[src/inc/line_ctrl_cfg.svh]
/*
 * Register offsets, field positions, reset values and timing counts for the
 * strobe timing and line maintenance register bank.
 * Assumes a 32-bit AHB-Lite bus; byte address is four times the index.
 */
`ifndef LINE_CTRL_CFG_SVH
`define LINE_CTRL_CFG_SVH

// --------------------------------------------------------------------------
// Register indices (byte address = index * 4)
// --------------------------------------------------------------------------
`define IDX_GENERAL_REG_0 8'h00
`define IDX_GENERAL_REG_2 8'h02
`define IDX_SLOT_FLOW 8'h04
`define IDX_STROBE_TIMING 8'h05
`define IDX_MAINT_CONTROL 8'h06
`define IDX_STATUS 8'h0a

// --------------------------------------------------------------------------
// Field positions and reset values
// --------------------------------------------------------------------------
`define BIT_AUTO_CONTROL_FLOW 3
`define BIT_TDM_BUS_ENABLE_N 5
`define BIT_STROBE_POLARITY 3
`define BIT_INS_LOSS_TEST_N 0
`define BIT_FILTER_RESET_N 1
`define BIT_TX_RES_1_5 2
`define BIT_TX_RES_1_6 3
`define BIT_TX_RES_2_5 4
`define BIT_TX_RES_6_4 5
`define RST_GENERAL_REG_0 8'h00
`define RST_GENERAL_REG_2 8'h20
`define RST_SLOT_FLOW 8'hff
`define RST_STROBE_TIMING 8'h0f
`define RST_MAINT_CONTROL 8'h3f

// --------------------------------------------------------------------------
// Slot layout in bit periods from frame start
// --------------------------------------------------------------------------
`define SLOT_ST_B1 7'd0
`define SLOT_ST_B2 7'd8
`define SLOT_ST_D 7'd16
`define SLOT_U_B1 7'd18
`define SLOT_U_B2 7'd26
`define SLOT_U_D 7'd34
`define WIDTH_B 7'd8
`define WIDTH_D 7'd2
`define WIDTH_2BD 7'd18

`endif

[src/inc/line_ctrl_pkg.sv]
/*
 * Types shared by the strobe timing and line maintenance register bank.
 * Assumes nothing of its surroundings.
 */
package line_ctrl_pkg;

    // Insertion loss test sequencing.
    typedef enum logic [1:0] {
        TEST_IDLE,
        TEST_ARMED,
        TEST_RUN
    } loss_test_e;

    // Strobe position codes.
    typedef enum logic [2:0] {
        POS_ST_2BD = 3'h0,
        POS_U_2BD = 3'h1,
        POS_ST_B2 = 3'h2,
        POS_U_D = 3'h3,
        POS_U_B1 = 3'h7
    } strobe_pos_e;

endpackage

[src/design/line_ctrl.sv]
/*
 * Strobe timing and line maintenance register bank with an AHB-Lite slave,
 * TDM slot timing, frame strobe generation and U-side maintenance controls.
 * Assumes one 10 MHz clock, an asynchronous active-low reset, single-word
 * AHB transfers, and a U-side transceiver that obeys the maintenance levels.
 */
// The AHB-Lite register port is this design's own decision.
`timescale 1ns/1ps
`include "line_ctrl_cfg.svh"

module line_ctrl
    import line_ctrl_pkg::*;
#(
    parameter int CLK_DIV = 4,
    parameter int FRAME_BITS = 64
) (
    // Clock and reset.
    input wire logic hclk,
    input wire logic hresetn,
    // AHB-Lite slave.
    input wire logic hsel,
    input wire logic [31:0] haddr,
    input wire logic [1:0] htrans,
    input wire logic hwrite,
    input wire logic [2:0] hsize,
    input wire logic [31:0] hwdata,
    input wire logic hready,
    output logic [31:0] hrdata,
    output logic hreadyout,
    output logic hresp,
    // TDM bus.
    input wire logic slot_tx_data,
    output logic slot_bus_bit_clock,
    output logic slot_bus_bit_clock_oe,
    output logic frame_strobe,
    output logic frame_strobe_oe,
    output logic slot_data_out,
    output logic slot_data_oe,
    // U-side maintenance.
    output logic u_tx_halt,
    output logic u_filter_clear,
    output logic u_rx_reset,
    output logic startup_tone_one,
    output logic u_internal_reset,
    output logic tx_reserved_1_6,
    output logic tx_reserved_1_5,
    output logic tx_reserved_2_5,
    output logic tx_reserved_6_4
);

    localparam int NSLOT = 6;

    // ----------------------------------------------------------------------
    // Register bus
    // ----------------------------------------------------------------------
    logic [7:0] general_reg_0;
    logic [7:0] general_reg_2;
    logic [7:0] slot_flow_reg;
    logic [7:0] strobe_timing_reg;
    logic [7:0] maint_control_reg;
    logic [7:0] status_reg;
    logic wr_pend;
    logic [7:0] wr_idx;
    logic [7:0] rd_idx;
    logic [7:0] rd_val;
    logic [7:0] fwd_val;
    logic take;

    assign take = hsel & hready & htrans[1];
    assign rd_idx = 8'(haddr[31:2]);

    // Capture the address phase of a write for the data phase.
    always_ff @(posedge hclk or negedge hresetn) begin
        if (!hresetn) begin
            wr_pend <= 1'b0;
            wr_idx <= 8'h00;
        end else if (hready) begin
            wr_pend <= take & hwrite;
            wr_idx <= rd_idx;
        end
    end

    // Store write data during the data phase; unmapped indices are ignored.
    always_ff @(posedge hclk or negedge hresetn) begin
        if (!hresetn) begin
            general_reg_0 <= `RST_GENERAL_REG_0;
            general_reg_2 <= `RST_GENERAL_REG_2;
            slot_flow_reg <= `RST_SLOT_FLOW;
            strobe_timing_reg <= `RST_STROBE_TIMING;
            maint_control_reg <= `RST_MAINT_CONTROL;
        end else if (wr_pend) begin
            unique case (wr_idx)
                `IDX_GENERAL_REG_0: general_reg_0 <= hwdata[7:0];
                `IDX_GENERAL_REG_2: general_reg_2 <= hwdata[7:0];
                `IDX_SLOT_FLOW: slot_flow_reg <= hwdata[7:0];
                `IDX_STROBE_TIMING: strobe_timing_reg <= {4'h0, hwdata[3:0]};
                `IDX_MAINT_CONTROL: maint_control_reg <= {2'b00, hwdata[5:0]};
                default: ;
            endcase
        end
    end

    // Read mux; a write still in its data phase is forwarded.
    always_comb begin
        rd_val = 8'h00;
        unique case (rd_idx)
            `IDX_GENERAL_REG_0: rd_val = general_reg_0;
            `IDX_GENERAL_REG_2: rd_val = general_reg_2;
            `IDX_SLOT_FLOW: rd_val = slot_flow_reg;
            `IDX_STROBE_TIMING: rd_val = strobe_timing_reg;
            `IDX_MAINT_CONTROL: rd_val = maint_control_reg;
            `IDX_STATUS: rd_val = status_reg;
            default: rd_val = 8'h00;
        endcase
        fwd_val = rd_val;
        if (wr_pend && wr_idx == rd_idx && rd_idx != `IDX_STATUS) begin
            fwd_val = hwdata[7:0];
        end
    end

    // Read data is registered at the address phase edge; zero wait states.
    always_ff @(posedge hclk or negedge hresetn) begin
        if (!hresetn) begin
            hrdata <= 32'h0000_0000;
            hreadyout <= 1'b0;
            hresp <= 1'b0;
        end else begin
            hreadyout <= 1'b1;
            hresp <= 1'b0;
            if (take && !hwrite) begin
                hrdata <= {24'h00_0000, fwd_val};
            end
        end
    end

    // ----------------------------------------------------------------------
    // Slot timing
    // ----------------------------------------------------------------------
    logic bus_enabled_n;
    logic any_slot_on;
    logic bus_on;
    logic [15:0] div_cnt;
    logic bit_tick;
    logic [6:0] bit_cnt;
    logic [6:0] slot_start [NSLOT];
    logic [6:0] slot_width [NSLOT];
    logic [NSLOT-1:0] in_slot;

    assign bus_enabled_n = general_reg_2[`BIT_TDM_BUS_ENABLE_N];
    assign any_slot_on = ~&slot_flow_reg[7:2];
    assign bus_on = ~bus_enabled_n & any_slot_on;
    assign bit_tick = div_cnt == 16'(2 * CLK_DIV - 1);

    // Bit clock divider, low half then high half; idle while bus is off.
    always_ff @(posedge hclk or negedge hresetn) begin
        if (!hresetn) begin
            div_cnt <= 16'h0000;
            bit_cnt <= 7'h00;
        end else if (!bus_on) begin
            div_cnt <= 16'h0000;
            bit_cnt <= 7'h00;
        end else if (bit_tick) begin
            div_cnt <= 16'h0000;
            if (bit_cnt == 7'(FRAME_BITS - 1)) begin
                bit_cnt <= 7'h00;
            end else begin
                bit_cnt <= bit_cnt + 7'h01;
            end
        end else begin
            div_cnt <= div_cnt + 16'h0001;
        end
    end

    assign slot_start[0] = `SLOT_ST_B1;
    assign slot_start[1] = `SLOT_ST_B2;
    assign slot_start[2] = `SLOT_ST_D;
    assign slot_start[3] = `SLOT_U_B1;
    assign slot_start[4] = `SLOT_U_B2;
    assign slot_start[5] = `SLOT_U_D;
    assign slot_width[0] = `WIDTH_B;
    assign slot_width[1] = `WIDTH_B;
    assign slot_width[2] = `WIDTH_D;
    assign slot_width[3] = `WIDTH_B;
    assign slot_width[4] = `WIDTH_B;
    assign slot_width[5] = `WIDTH_D;

    // Each slot drives only while its control bit is 0.
    for (genvar s = 0; s < NSLOT; s++) begin : g_slot
        assign in_slot[s] = ~slot_flow_reg[s+2]
            & bit_cnt >= slot_start[s]
            & bit_cnt < slot_start[s] + slot_width[s];
    end

    // TDM pin drivers; clock and strobe drive while the bus is enabled and any slot is on.
    always_ff @(posedge hclk or negedge hresetn) begin
        if (!hresetn) begin
            slot_bus_bit_clock <= 1'b0;
            slot_bus_bit_clock_oe <= 1'b0;
            frame_strobe_oe <= 1'b0;
            slot_data_out <= 1'b0;
            slot_data_oe <= 1'b0;
        end else begin
            slot_bus_bit_clock <= bus_on & (div_cnt >= 16'(CLK_DIV));
            slot_bus_bit_clock_oe <= bus_on;
            frame_strobe_oe <= bus_on;
            slot_data_out <= slot_tx_data;
            slot_data_oe <= bus_on & (|in_slot);
        end
    end

    // ----------------------------------------------------------------------
    // Frame strobe
    // ----------------------------------------------------------------------
    logic [2:0] pos_eff;
    logic pol_eff;
    logic [6:0] env_start;
    logic [6:0] env_width;
    logic env_valid;
    logic in_env;

    // New position and polarity load only while the bus runs.
    always_ff @(posedge hclk or negedge hresetn) begin
        if (!hresetn) begin
            pos_eff <= 3'(`RST_STROBE_TIMING);
            pol_eff <= 1'b1;
        end else if (bus_on) begin
            pos_eff <= strobe_timing_reg[2:0];
            pol_eff <= strobe_timing_reg[`BIT_STROBE_POLARITY];
        end
    end

    // Envelope placement per position code; other codes give no strobe.
    always_comb begin
        env_start = 7'h00;
        env_width = 7'h00;
        env_valid = 1'b1;
        unique case (pos_eff)
            POS_ST_2BD: begin
                env_start = `SLOT_ST_B1;
                env_width = `WIDTH_2BD;
            end
            POS_U_2BD: begin
                env_start = `SLOT_U_B1;
                env_width = `WIDTH_2BD;
            end
            POS_ST_B2: begin
                env_start = `SLOT_ST_B2;
                env_width = `WIDTH_B;
            end
            POS_U_D: begin
                env_start = `SLOT_U_D;
                env_width = `WIDTH_D;
            end
            POS_U_B1: begin
                env_start = `SLOT_U_B1;
                env_width = `WIDTH_B;
            end
            default: env_valid = 1'b0;
        endcase
    end

    assign in_env = bus_on & env_valid & bit_cnt >= env_start
        & bit_cnt < env_start + env_width;

    // Polarity applies the envelope sense.
    always_ff @(posedge hclk or negedge hresetn) begin
        if (!hresetn) begin
            frame_strobe <= 1'b0;
        end else begin
            frame_strobe <= pol_eff ? in_env : ~in_env;
        end
    end

    // ----------------------------------------------------------------------
    // Line maintenance
    // ----------------------------------------------------------------------
    logic auto_control_flow;
    logic filter_reset_n;
    logic insertion_loss_test_n;
    loss_test_e test_state;

    assign auto_control_flow = general_reg_0[`BIT_AUTO_CONTROL_FLOW];
    // Under automatic control the register reads back but acts as default.
    assign filter_reset_n = auto_control_flow
        | maint_control_reg[`BIT_FILTER_RESET_N];
    assign insertion_loss_test_n = auto_control_flow
        | maint_control_reg[`BIT_INS_LOSS_TEST_N];

    // Test arms on both bits 0 and runs once the filter reset is released.
    always_ff @(posedge hclk or negedge hresetn) begin
        if (!hresetn) begin
            test_state <= TEST_IDLE;
        end else begin
            unique case (test_state)
                TEST_IDLE: begin
                    if (!filter_reset_n && !insertion_loss_test_n) begin
                        test_state <= TEST_ARMED;
                    end
                end
                TEST_ARMED: begin
                    if (insertion_loss_test_n) begin
                        test_state <= TEST_IDLE;
                    end else if (filter_reset_n) begin
                        test_state <= TEST_RUN;
                    end
                end
                TEST_RUN: begin
                    if (insertion_loss_test_n) begin
                        test_state <= TEST_IDLE;
                    end
                end
            endcase
        end
    end

    // Maintenance levels toward the U transceiver; timing recovery and the
    // S/T side have no input here, so a filter reset cannot reach them.
    always_ff @(posedge hclk or negedge hresetn) begin
        if (!hresetn) begin
            u_tx_halt <= 1'b0;
            u_filter_clear <= 1'b0;
            u_rx_reset <= 1'b0;
            startup_tone_one <= 1'b0;
            u_internal_reset <= 1'b0;
        end else begin
            u_tx_halt <= ~filter_reset_n;
            u_filter_clear <= ~filter_reset_n;
            // Tone and receiver reset drop as soon as the test bit is
            // inactive, including when automatic control takes over.
            u_rx_reset <= test_state == TEST_RUN
                && !insertion_loss_test_n;
            startup_tone_one <= test_state == TEST_RUN
                && !insertion_loss_test_n;
            u_internal_reset <= test_state == TEST_RUN
                && insertion_loss_test_n;
        end
    end

    // Reserved overhead bits for the transmitted U frame.
    always_ff @(posedge hclk or negedge hresetn) begin
        if (!hresetn) begin
            tx_reserved_1_6 <= 1'b1;
            tx_reserved_1_5 <= 1'b1;
            tx_reserved_2_5 <= 1'b1;
            tx_reserved_6_4 <= 1'b1;
        end else begin
            tx_reserved_1_6 <= auto_control_flow
                | maint_control_reg[`BIT_TX_RES_1_6];
            tx_reserved_1_5 <= auto_control_flow
                | maint_control_reg[`BIT_TX_RES_1_5];
            tx_reserved_2_5 <= auto_control_flow
                | maint_control_reg[`BIT_TX_RES_2_5];
            tx_reserved_6_4 <= auto_control_flow
                | maint_control_reg[`BIT_TX_RES_6_4];
        end
    end

    // Status shows the live test state and strobe setting in use.
    assign status_reg = {pos_eff, pol_eff, bus_on, frame_strobe,
        test_state};

    // ----------------------------------------------------------------------
    // Assertions
    // ----------------------------------------------------------------------
    AST_CFG_HOLD: assert property (@(posedge hclk) disable iff (!hresetn)
        !bus_on |=> $stable(pos_eff) && $stable(pol_eff))
        else $error("Strobe setting changed while bus off.");

    AST_CODE0_WIDTH: assert property (@(posedge hclk) disable iff (!hresetn)
        pos_eff == 3'h0 && bus_on |-> in_env == (bit_cnt < 7'd18))
        else $error("Code 000 envelope wrong.");

    AST_CODE2: assert property (@(posedge hclk) disable iff (!hresetn)
        pos_eff == 3'h2 && bus_on |-> in_env
        == (bit_cnt >= 7'd8 && bit_cnt < 7'd16))
        else $error("Code 010 envelope wrong.");

    AST_CODE3: assert property (@(posedge hclk) disable iff (!hresetn)
        pos_eff == 3'h3 && bus_on |-> in_env
        == (bit_cnt == 7'd34 || bit_cnt == 7'd35))
        else $error("Code 011 envelope wrong.");

    AST_CODE7: assert property (@(posedge hclk) disable iff (!hresetn)
        pos_eff == 3'h7 && bus_on |-> in_env
        == (bit_cnt >= 7'd18 && bit_cnt < 7'd26))
        else $error("Code 111 envelope wrong.");

    AST_POLARITY: assert property (@(posedge hclk) disable iff (!hresetn)
        1'b1 |=> frame_strobe == ($past(pol_eff) ~^ $past(in_env)))
        else $error("Strobe polarity wrong.");

    AST_AUTO_IGNORE: assert property (@(posedge hclk) disable iff (!hresetn)
        auto_control_flow |=> !u_tx_halt && !startup_tone_one
        && tx_reserved_6_4)
        else $error("Maintenance acted under automatic control.");

    AST_TEST_EXIT: assert property (@(posedge hclk) disable iff (!hresetn)
        test_state == TEST_RUN && insertion_loss_test_n
        |=> u_internal_reset ##1 !u_internal_reset)
        else $error("Internal reset pulse missing.");

    AST_QUIET: assert property (@(posedge hclk) disable iff (!hresetn)
        !filter_reset_n [*2] |-> u_tx_halt && u_filter_clear)
        else $error("Filter reset did not quiet transmitter.");

    AST_SLOT_OFF: assert property (@(posedge hclk) disable iff (!hresetn)
        !bus_on |=> !slot_data_oe && !frame_strobe_oe)
        else $error("TDM pins driven with bus off.");

endmodule

[config.mk]
export PLATFORM = sky130hd
export DESIGN_NAME = line_ctrl
export DESIGN_NICKNAME = d
export VERILOG_FILES = /design/src/inc/line_ctrl_pkg.sv /design/src/design/line_ctrl.sv
export VERILOG_INCLUDE_DIRS = /design/src /design/src/inc
export SDC_FILE = /design/constraint.sdc
export NUM_CORES = 1
export LEC_CHECK = 0
export ABC_CLOCK_PERIOD_IN_PS = 3250
export BUFFER_PORTS_ARGS = -buffer_cell sky130_fd_sc_hd__buf_2
export CAP_MARGIN = 20
export CORE_MARGIN = 2
export CORE_UTILIZATION = 49
export CTS_BUF_LIST = sky130_fd_sc_hd__clkbuf_8 sky130_fd_sc_hd__clkbuf_16
export CTS_CLUSTER_DIAMETER = 200
export DETAILED_ROUTE_END_ITERATION = 7
export PLACE_DENSITY_LB_ADDON = 0.15
export SLEW_MARGIN = 20
export SYNTH_ARGS = -nofsm -noshare
export SYNTH_HDL_FRONTEND = slang
export SYNTH_SLANG_ARGS = --single-unit
[constraint.sdc]
create_clock -name hclk -period 3.25 [get_ports hclk]
set_input_delay 0.325 -clock hclk [delete_from_list [all_inputs] [get_ports hclk]]
set_output_delay 0.325 -clock hclk [all_outputs]
set_load 0.03 [all_outputs]
---- Yosys cells after proc, flatten, opt, wreduce, memory -nomap -nowiden ----
Index checks and enable logic that the tools add are counted.
cells by class
  bitwise logic cells ..................... 36
  equality and inequality tests ........... 23
  reductions and logical operators ........ 26
  $lt $le $gt $ge ......................... 15
  multiplexer cells ....................... 16
  $add $sub $neg .......................... 3
operator list
  kind                     number
  $eq A8 B3 Y1 const B     6
  $pmux W8 S6              1
  $mux W16                 2
  $and A1 B1 Y1            21
  $ge A7 B5 Y1 const B     3
  $lt A7 B5 Y1 const B     3
  $mux W7                  3
  $pmux W6 S3              1
  $add A16 B1 Y16 const B  1
  $eq A16 B3 Y1 const B    1
  $eq A8 B2 Y1 const B     2
  $ge A16 B3 Y1 const B    1
  $logic_not A8 Y1         2
  $pmux W5 S3              1
  $lt A7 B6 Y1 const B     2
  $reduce_and A2 Y1        5
  $not A1 Y1               9
  $eq A8 B4 Y1 const B     1
  $eq A8 B8 Y1             1
  $mux W2                  4
  $mux W8                  1
  $ne A8 B4 Y1 const B     1
  $add A7 B1 Y7 const B    1
  $add A7 B7 Y7            1
  27 further kinds         45
word-level totals
  register bits ........................... 93
  output and inout bits ................... 49
  word-level logic and storage cells ...... 145
  input bits .............................. 75

---- Depth between registers and ports, before layout ----
Gate-level depths: netlist of the first run.
  depth in word-level cells ............... 8
  gate-level depth with buffers ........... 13
  depth with buffers taken out ............ 12

---- Worst setup path after synthesis of the first run ----
OpenSTA, ideal clock, no wires.
  kind .................................... register to register
  start ................................... register pos_eff[2]
  end ..................................... register frame_strobe
  setup time .............................. 0.143 ns
  path slack .............................. 0.138 ns
  path buffers ............................ 1
  arrival ................................. 2.969 ns
  stages on the path, launching flop included .. 13
  period minus slack after synthesis ...... 3.112 ns
  required time ........................... 3.107 ns
  cell sequence ........................... dfstp_2 -> clkbuf_1 -> nor2_1 -> o21ai_0 -> inv_1 -> fa_1 -> xor2_1 -> ha_1 -> a21oi_1 -> nor2b_1 -> a2111oi_0 -> o311ai_0 -> xor2_1
on the way
  cells in the longest elaborated chain, start to end .. 8
  elaborated cells between the ends (all ways) .. 20
  those cells by class .................... add/sub: 1; order compare: 2; eq/ne: 4; mux: 4; bitwise: 4; reduce/logical: 5
ends and longest elaborated chain
  item                                                            line                                RTL
  from (decl)                                                     line_ctrl.sv:214                    logic [2:0] pos_eff;
  from (signal assigned)                                          line_ctrl.sv:224                    pos_eff <= 3'(`RST_STROBE_TIMING);
  from (signal assigned)                                          line_ctrl.sv:227                    pos_eff <= strobe_timing_reg[2:0];
  $eq A3 B3 Y1 (tied with other cells)                            line_ctrl.sv:237                    unique case (pos_eff)
  $reduce_or A2 Y1 (no line) or $reduce_or A5 Y1 (tied branches)  n/a
  $pmux W6 S3 (tied with other cells)                             line_ctrl.sv:237
  $add A7 B7 Y7 (tied with other cells)                           line_ctrl.sv:263                    & bit_cnt < env_start + env_width;
  $lt A7 B7 Y1 or $and A1 B1 Y1 (tied branches)                   line_ctrl.sv:263, line_ctrl.sv:262
  $and A1 B1 Y1 *                                                 line_ctrl.sv:263
  $not A1 Y1                                                      line_ctrl.sv:270                    frame_strobe <= pol_eff ? in_env : ~in_env;
  $mux W1 *                                                       line_ctrl.sv:270
  to (signal assigned)                                            line_ctrl.sv:270
  to (decl)                                                       line_ctrl.sv:35                     output logic frame_strobe,
Every way passes the cells marked *; elsewhere a longest branch is shown, timed or not.
A chain may end at the register's enable or synchronous reset.

---- Worst setup path after layout of the first run ----
Same ends and word-level chain as after synthesis.

==> results of run 1 <==
critical path, delay by kind of cell (launching register included):
kind,cells,cell delay (ps)
simple gates,2,200
fa+ha+maj,3,900
xor+xnor,2,350
buf+inv,2,140
compound gates,3,730
flops,1,600
what timing repair did:
action | in CTS | in global routing
endpoints found under the setup margin | 1 | 1
buffers inserted | 0 | 2
gates resized for setup | 1 | 2
logic make-up (layout without fill, tap and decap cells):
family                   Yosys count  count (layout)  share of synthesized area (%)
AO/OA/AOI/OAI                     63              63                           7.95
XOR/XNOR                          28              28                           4.71
AND/OR/NAND/NOR                  164             164                           17.0
multiplexers                      57              57                           12.5
adder cells (fa/ha/maj)           20              20                           4.95
other                              2              26                          0.144
buffers and inverters             67              88                           7.40
flip-flops                        93              93                           45.3
cell type report:
cell class,count,area (um2),share of cell area (%)
multi-input cells,358,2550,44.8
flip-flops and latches,93,2360,41.4
repair buffers,53,298,5.22
well taps,136,170,2.98
clock buffers,10,138,2.41
clock inverters,6,111,1.95
inverters,19,71.3,1.25
power by group:
part	internal (mW)	total (mW)	switching, mW
Combinational	0.252	0.680	0.428
Sequential	1.30	1.43	0.132
Clock	0.532	0.935	0.403
layer usage:
layer | vias to the layer above | global-route usage, %
met2 | 68 | 32.8
met4 | 0 | 6.77
met1 | 1785 | 27.2
met5 | - | 0
met3 | 16 | 4.07
li1 | 1767 | -
synth_stat cells, types with 4 or more instances:
master,number,area share [%]
dfrtp_1,66,32
nor2_1,47,3.4
mux2_2,39,8.4
nand2_1,34,2.5
buf_4,28,4.0
dfstp_2,27,14
ha_1,19,4.6
inv_1,19,1.4
xnor2_1,18,3.0
a21oi_1,14,1.3
nand3_1,13,1.2
o21ai_0,13,1.2
mux2i_1,12,2.3
nor3_1,10,0.96
xor2_1,10,1.7
clkbuf_1,9,0.65
nand4_1,9,1.1
nor4_1,8,0.96
mux2_4,6,1.7
buf_2,5,0.48
o21ai_1,5,0.48
and3_1,4,0.48
nor3b_1,4,0.58
or2_2,4,0.48
metrics by stage:
stage	hold slack, ps	setup TNS [ps]	instances
after global placement	413	-39.8	657
after global routing	26.9	0	675
after floorplan	29.4	0	518
after CTS	20.0	0	673
after detailed placement	413	0	657
final	-9.93	0	675
worst max-delay path by stage:
| stage | endpoint | slack (ps) | cells past startpoint |
|---|---|---|---|
| after CTS | frame_strobe | 30 | 11 |
| after global placement | frame_strobe | -40 | 11 |
| after floorplan | frame_strobe | 140 | 12 |
| after global routing | frame_strobe | 20 | 11 |
| final | frame_strobe | 200 | 12 |
| after detailed placement | frame_strobe | 7 | 11 |
==> metrics.txt, run 1 <==
utilization after layout=55.2%; cts bufs inserted=9; first-pass GRT wire length=18300 um; outcome=complete, but fails checks; critical path class=register to register; Critical Path Slowest Stage Cell=dfstp_2; share of flip-flops with an asynchronous set or reset=100%; P per Cell Area=534 nW/um2; drt first pass iters=4; CP max FO=6; vias in the first global route=3662; Remaining Overflow, GRT=0; DRC Markers=0; layout cells sized above 1=28.6%; Die Wd=107 um; initial antenna violation count=0; skew final=12.6 ps; WP data required=3490 ps; most frequent cells in the layout=dfrtp_1, nor2_1, buf_2; most common cell after layout, fill and taps aside=dfrtp_1; Placement Cell Area=5440 um2; WL/cell=16.0 um; maximum vdd ir drop=0.465 mV; Avg Vias per Cell=5.39; met2 wire length=5250 um; Core ar.=10300 um2; Post-CTS Hold Fix Bufs=0; clk_lat worst skew=360 ps; fin worst setup slack=204 ps; crit path launch type=register; pre-CTS setup slack=6.71 ps; Post-synth EDFFs=0; Synth Area per Inst=10.5 um2; Seq/Total Area, Yosys=45.3%; #FFs+latches synth=93; initial cell density of the core=50.4%; RSZ-0062 raised after global routing=false; setup slack, reg-to-reg=200 ps; GRT Resource Usage Total=20.3%; CP Cell Sequence=inv_1 -> nand3_1 -> inv_1 -> ha_1 -> fa_1 -> xor2_1 -> ha_1 -> a21oi_1 -> nor2b_1 -> a2111oi_1 -> o311ai_1 -> xor2_1; met3 routed WL=393 um; Ports=124; die area=11500 um2; Synth cell types=63; Mapped Cells=494; Syn Std Cell Area=5210 um2; RePlAce Congestion=0.823; diode count=0; Port Buf Inserts=46; max-cap violations=0; Yosys warnings=0; Critical Path AT=3280 ps; fmax=328 MHz; critical path's largest stage delay=600 ps; final hold slack=-9.93 ps; FILL cells=906; leak pwr=2.56 nW; Root Driver=clkbuf_8; clk buf depth=2; Final Hold Viols=7; Post-DRT Antenna Nets=0; Period Utilization, post-route=93.7%; Critical R2R Capture=frame_strobe; R2R Path Start=pos_eff[2]; final setup fails=0; design area=5700 um2; initial DRC count=189; Metal-1 WL=4990 um; total power=3.05 mW; HPWL after DPL=7560 um; minimum clock period=3050 ps; failing checks=hold timing; Most flops, register=div_cnt; R2R cell count=12; fin nets=629; Rows=37; CP Capture Type=register; Total Wirelength=10800 um; Top FF cell, synth=dfrtp_1; Slew Viols, Final=0; clock sinks=93; hold crit path type=input pin to asynchronous set/reset pin; TritonCTS clock tree=yes; area growth from synthesis to layout=9.49%; CP startpoint=pos_eff[2]; Worst-Margin Slew=880 ps; worst rel slew slack=41.0%; pin count of the biggest net entering global routing=94; die span in y=107 um; max FFs per register=16; H-tree depth=3; clock slew seen by the registers of the worst setup and hold paths=100 ps; top sig layer=met4; total number of vias=3636
Power figures use the tool's default switching activity.
==> inputs of run 2 (changes only) <==
==> constraint.sdc (replaced) <==
create_clock -name hclk -period 3.25 [get_ports hclk]
set_input_delay 0.1625 -clock hclk [delete_from_list [all_inputs] [get_ports hclk]]
set_output_delay 0.1625 -clock hclk [all_outputs]
set_load 0.03 [all_outputs]
==> metrics.txt, run 2 (same netlist as run 1, synthesis figures left out) <==
Total Wirelength=10800 um; vias in the first global route=3437; max-cap violations=0; most common cell after layout, fill and taps aside=dfrtp_1; Worst-Margin Slew=977 ps; RePlAce Congestion=0.821; CP Capture Type=register; Die Wd=107 um; cts bufs inserted=9; Avg Vias per Cell=5.37; clk_lat worst skew=380 ps; final setup fails=0; design area=5650 um2; P per Cell Area=498 nW/um2; H-tree depth=3; FILL cells=909; Multi-input gate area=2560 um2; GRT Resource Usage Total=20.2%; die area=11500 um2; critical path class=register to register; diode count=0; minimum clock period=3050 ps; Final Hold Viols=0; Root Driver=clkbuf_8; Core ar.=10300 um2; met2 wire length=5280 um; fmax=328 MHz; Critical Path AT=3300 ps; maximum vdd ir drop=0.371 mV; outcome=completed; HPWL after DPL=7630 um; fin worst setup slack=201 ps; hold crit path type=input pin to register; pre-CTS setup slack=-92.5 ps; Rows=37; drt first pass iters=4; max FFs per register=16; area growth from synthesis to layout=8.43%; initial cell density of the core=50.4%; top sig layer=met4; CP max FO=7; Placement Cell Area=5430 um2; Remaining Overflow, GRT=0; Port Buf Inserts=46; skew final=11.2 ps; clock sinks=93; Post-DRT Antenna Nets=0; fin nets=632; initial antenna violation count=0; first-pass GRT wire length=17900 um; crit path launch type=register; final hold slack=60.7 ps; initial DRC count=186; worst rel slew slack=34.9%; WP data required=3500 ps; clock slew seen by the registers of the worst setup and hold paths=90 ps; Ports=124; Period Utilization, post-route=93.8%; pin count of the biggest net entering global routing=79; most frequent cells in the layout=dfrtp_1, nor2_1, buf_2; die span in y=107 um; Slew Viols, Final=0; clk buf depth=2; layout cells sized above 1=29.0%; WL/cell=16.0 um; leak pwr=2.54 nW; Reg area=2360 um2; met3 routed WL=356 um; TritonCTS clock tree=yes; DRC Markers=0; RSZ-0062 raised after global routing=false; Most flops, register=div_cnt; total number of vias=3644; Metal-1 WL=5000 um
==> run 2: cell types whose count changed in the layout (fill, tap and decap cells not counted) <==
cell	previous run	this run
buf_12	1	0
inv_6	0	1
clkinv_2	0	2
inv_4	0	1
clkinvlp_4	0	1
a2111oi_2	0	1
dlygate4sd3_1	0	2
bufinv_16	3	0
clkbuf_8	10	9
buf_4	7	9
a2111oi_1	1	0
inv_1	20	19
==> run 2: worst paths after layout <==
check | to | slack [ps] | from | cells past startpoint
setup reg to reg | frame_strobe | 200 | pos_eff[2] | 11
max in group asynchronous | tx_reserved_1_5 | 1980 | hresetn | 3
hold / removal | wr_pend | 60 | hsel | 3
setup / recovery | frame_strobe | 200 | pos_eff[2] | 11
hold reg to reg | pol_eff | 470 | strobe_timing_reg[3] | 2
min in group asynchronous | test_state[1] | 450 | hresetn | 2
==> run 2: area by class of cell <==
class	count	share of cell area (%)
Sequential cell	93	41.8
Multi-Input combinational cell	358	45.3
Inverter	19	1.26
Timing Repair Buffer	56	5.54
Tap cell	136	3.01
Clock buffer	9	2.19
Clock inverter	7	0.886
==> run 2: metal layers <==
metal  vias to the layer above  track usage (%)
met3                        14             4.74
li1                       1770                -
met2                        60             32.5
met1                      1800             26.8
met5                         -                0
met4                         0             6.68
==> run 2: timing repair <==
action,CTS,global route
endpoints found under the hold margin,54,0
hold buffers,2,0
pin swaps,0,1
setup endpoints to repair,1,1
gates resized for setup,2,2
buffers inserted,0,2
==> run 2: through the flow <==
stage	util (%)	cells	power, mW	setup TNS [ps]
after CTS	54.5	676	2.85	0
after global routing	54.7	678	3.00	0
after floorplan	-	518	1.96	0
after detailed placement	52.6	658	2.13	-92.5
final	54.7	678	2.81	0
after global placement	52.6	658	2.10	-42.3
==> run 2: worst max-delay path, stage by stage (launching register included) <==
cell and delay (ps):
dfstp_2 610, nor2_1 110, o21ai_1 220, inv_1 110, ha_1 300, a21oi_1 80
or3_1 310, ha_1 300, nor2b_1 150, a2111oi_2 350, o311ai_1 210, xor2_1 170
==> run 2: where the power goes <==
group / switching [mW] / internal, mW / leakage [nW]
registers: 0.130 / 1.30 / 1.14
clock network: 0.425 / 0.281 / 0.0899
logic: 0.427 / 0.254 / 1.31
==> inputs of run 3 (changes only) <==
Settings changed: GPL_TIMING_DRIVEN set to 0, PLACE_DENSITY set to 0.75, PLACE_DENSITY_LB_ADDON 0.15 to unset.
==> metrics.txt, run 3 (same netlist as run 1, synthesis figures left out) <==
RePlAce Congestion=0.901; diode count=0; pin count of the biggest net entering global routing=62; RSZ-0062 raised after global routing=false; CP delay by family, top=compound AO/OA/AOI/OAI gates; initial antenna violation count=0; Die Wd=107 um; placed cells=698; vias in the first global route=3760; Critical Path AT=3330 ps; total power=2.89 mW; leak pwr=2.69 nW; fmax=323 MHz; WP data required=3490 ps; GRT Resource Usage Total=20.7%; Rows=37; final setup fails=0; layout cells sized above 1=31.7%; max-cap violations=0; clk_lat worst skew=370 ps; clock sinks=93; Port Buf Inserts=43; initial DRC count=120; design area=5910 um2; die span in y=107 um; die area=11500 um2; DRC Markers=0; HPWL after DPL=8360 um; initial cell density of the core=50.4%; clock slew seen by the registers of the worst setup and hold paths=110 ps; Core ar.=10300 um2; TritonCTS clock tree=yes; Most flops, register=div_cnt; total number of vias=3892; CP Capture Type=register; WL/cell=16.0 um; Total Wirelength=11400 um; drt first pass iters=5; Slew Viols, Final=0; FILL cells=914; utilization after layout=57.3%; area growth from synthesis to layout=13.6%; Final Hold Viols=0; hold crit path type=input pin to register; outcome=completed; crit path launch type=register; Critical Path Slowest Stage Cell=dfstp_2; critical path's largest stage delay=640 ps; Placement Cell Area=5720 um2; Avg Vias per Cell=5.45; skew final=12.7 ps; CP max FO=9; final setup TNS=0 ps; most frequent cells in the layout=dfrtp_1, nor2_1, buf_2; P per Cell Area=489 nW/um2; worst rel slew slack=34.6%; H-tree depth=3; cts bufs inserted=9; CP Cell Sequence=nor2_1 -> o21ai_2 -> inv_1 -> fa_1 -> xor2_1 -> ha_1 -> a21oi_1 -> nor2b_1 -> a2111oi_0 -> o311ai_1 -> xor2_1; maximum vdd ir drop=0.383 mV; Worst-Margin Slew=973 ps; critical path class=register to register; fin nets=668; CP Buf/Inv Count=1; max FFs per register=16; Period Utilization, post-route=95.2%; most common cell after layout, fill and taps aside=dfrtp_1; Remaining Overflow, GRT=0; Post-DRT Antenna Nets=0; clk buf depth=2; minimum clock period=3100 ps; first-pass GRT wire length=18500 um; cell seen most often among critical-path stages=xor2_1; Root Driver=clkbuf_8; Ports=124; non-filler cells, final=714
[run 3: what timing repair did]
| item | in CTS | in global routing |
|---|---|---|
| buffers inserted | 0 | 0 |
| setup endpoints to repair | 1 | 1 |
| hold endpoints to repair | 33 | 0 |
| hold buffers | 2 | 0 |
| gates resized for setup | 1 | 2 |
[run 3: worst min-delay path, stage by stage]
cell and delay [ps]:
buf_2 100, nand4_1 70, o21ai_0 70
[run 3: routing by layer]
metal | GRT usage (%) | wire length [um] | part of all wire [%]
met4 | 6.03 | 179 | 1.6
met5 | 0 | 0 | 0
met1 | 25.7 | 4930 | 43
met2 | 36.7 | 5850 | 51
met3 | 3.65 | 479 | 4.2
[run 3: per-stage QoR]
stage / setup slack, ps / hold slack (ps)
2_1_floorplan: 138 / -133
3_3_place_gp: -276 / 271
3_5_place_dp: -378 / 74.9
4_1_cts: 31.8 / 55.1
5_1_grt: 35.3 / 70.0
6_report: 155 / 60.0
[run 3: report_power, final]
group,switching (mW),internal [mW]
combinational,0.446,0.282
clock,0.447,0.287
sequential,0.131,1.30
total,1.02,1.87
[run 3: cell type report]
cell class	count	area, um2	share of cell area [%]
buffer	46	307	5.18
clock buffer	9	124	2.09
clock inverter	7	56.3	0.952
inverter	19	71.3	1.21
multi-input combinational	358	2550	43.2
sequential	93	2360	39.9
tap	136	170	2.88
timing repair buffer	46	269	4.55
[run 3: path summary, 6_finish.rpt]
kind | from | to | slack, ps | cells after the start
setup / recovery | pos_eff[1] | frame_strobe | 150 | 11
hold / removal | hsel | wr_pend | 60 | 3
setup reg to reg | pos_eff[1] | frame_strobe | 150 | 11
hold reg to reg | strobe_timing_reg[1] | pos_eff[1] | 480 | 2
max in group asynchronous | hresetn | slot_flow_reg[5] | 2340 | 3
min in group asynchronous | hresetn | u_filter_clear | 240 | 2
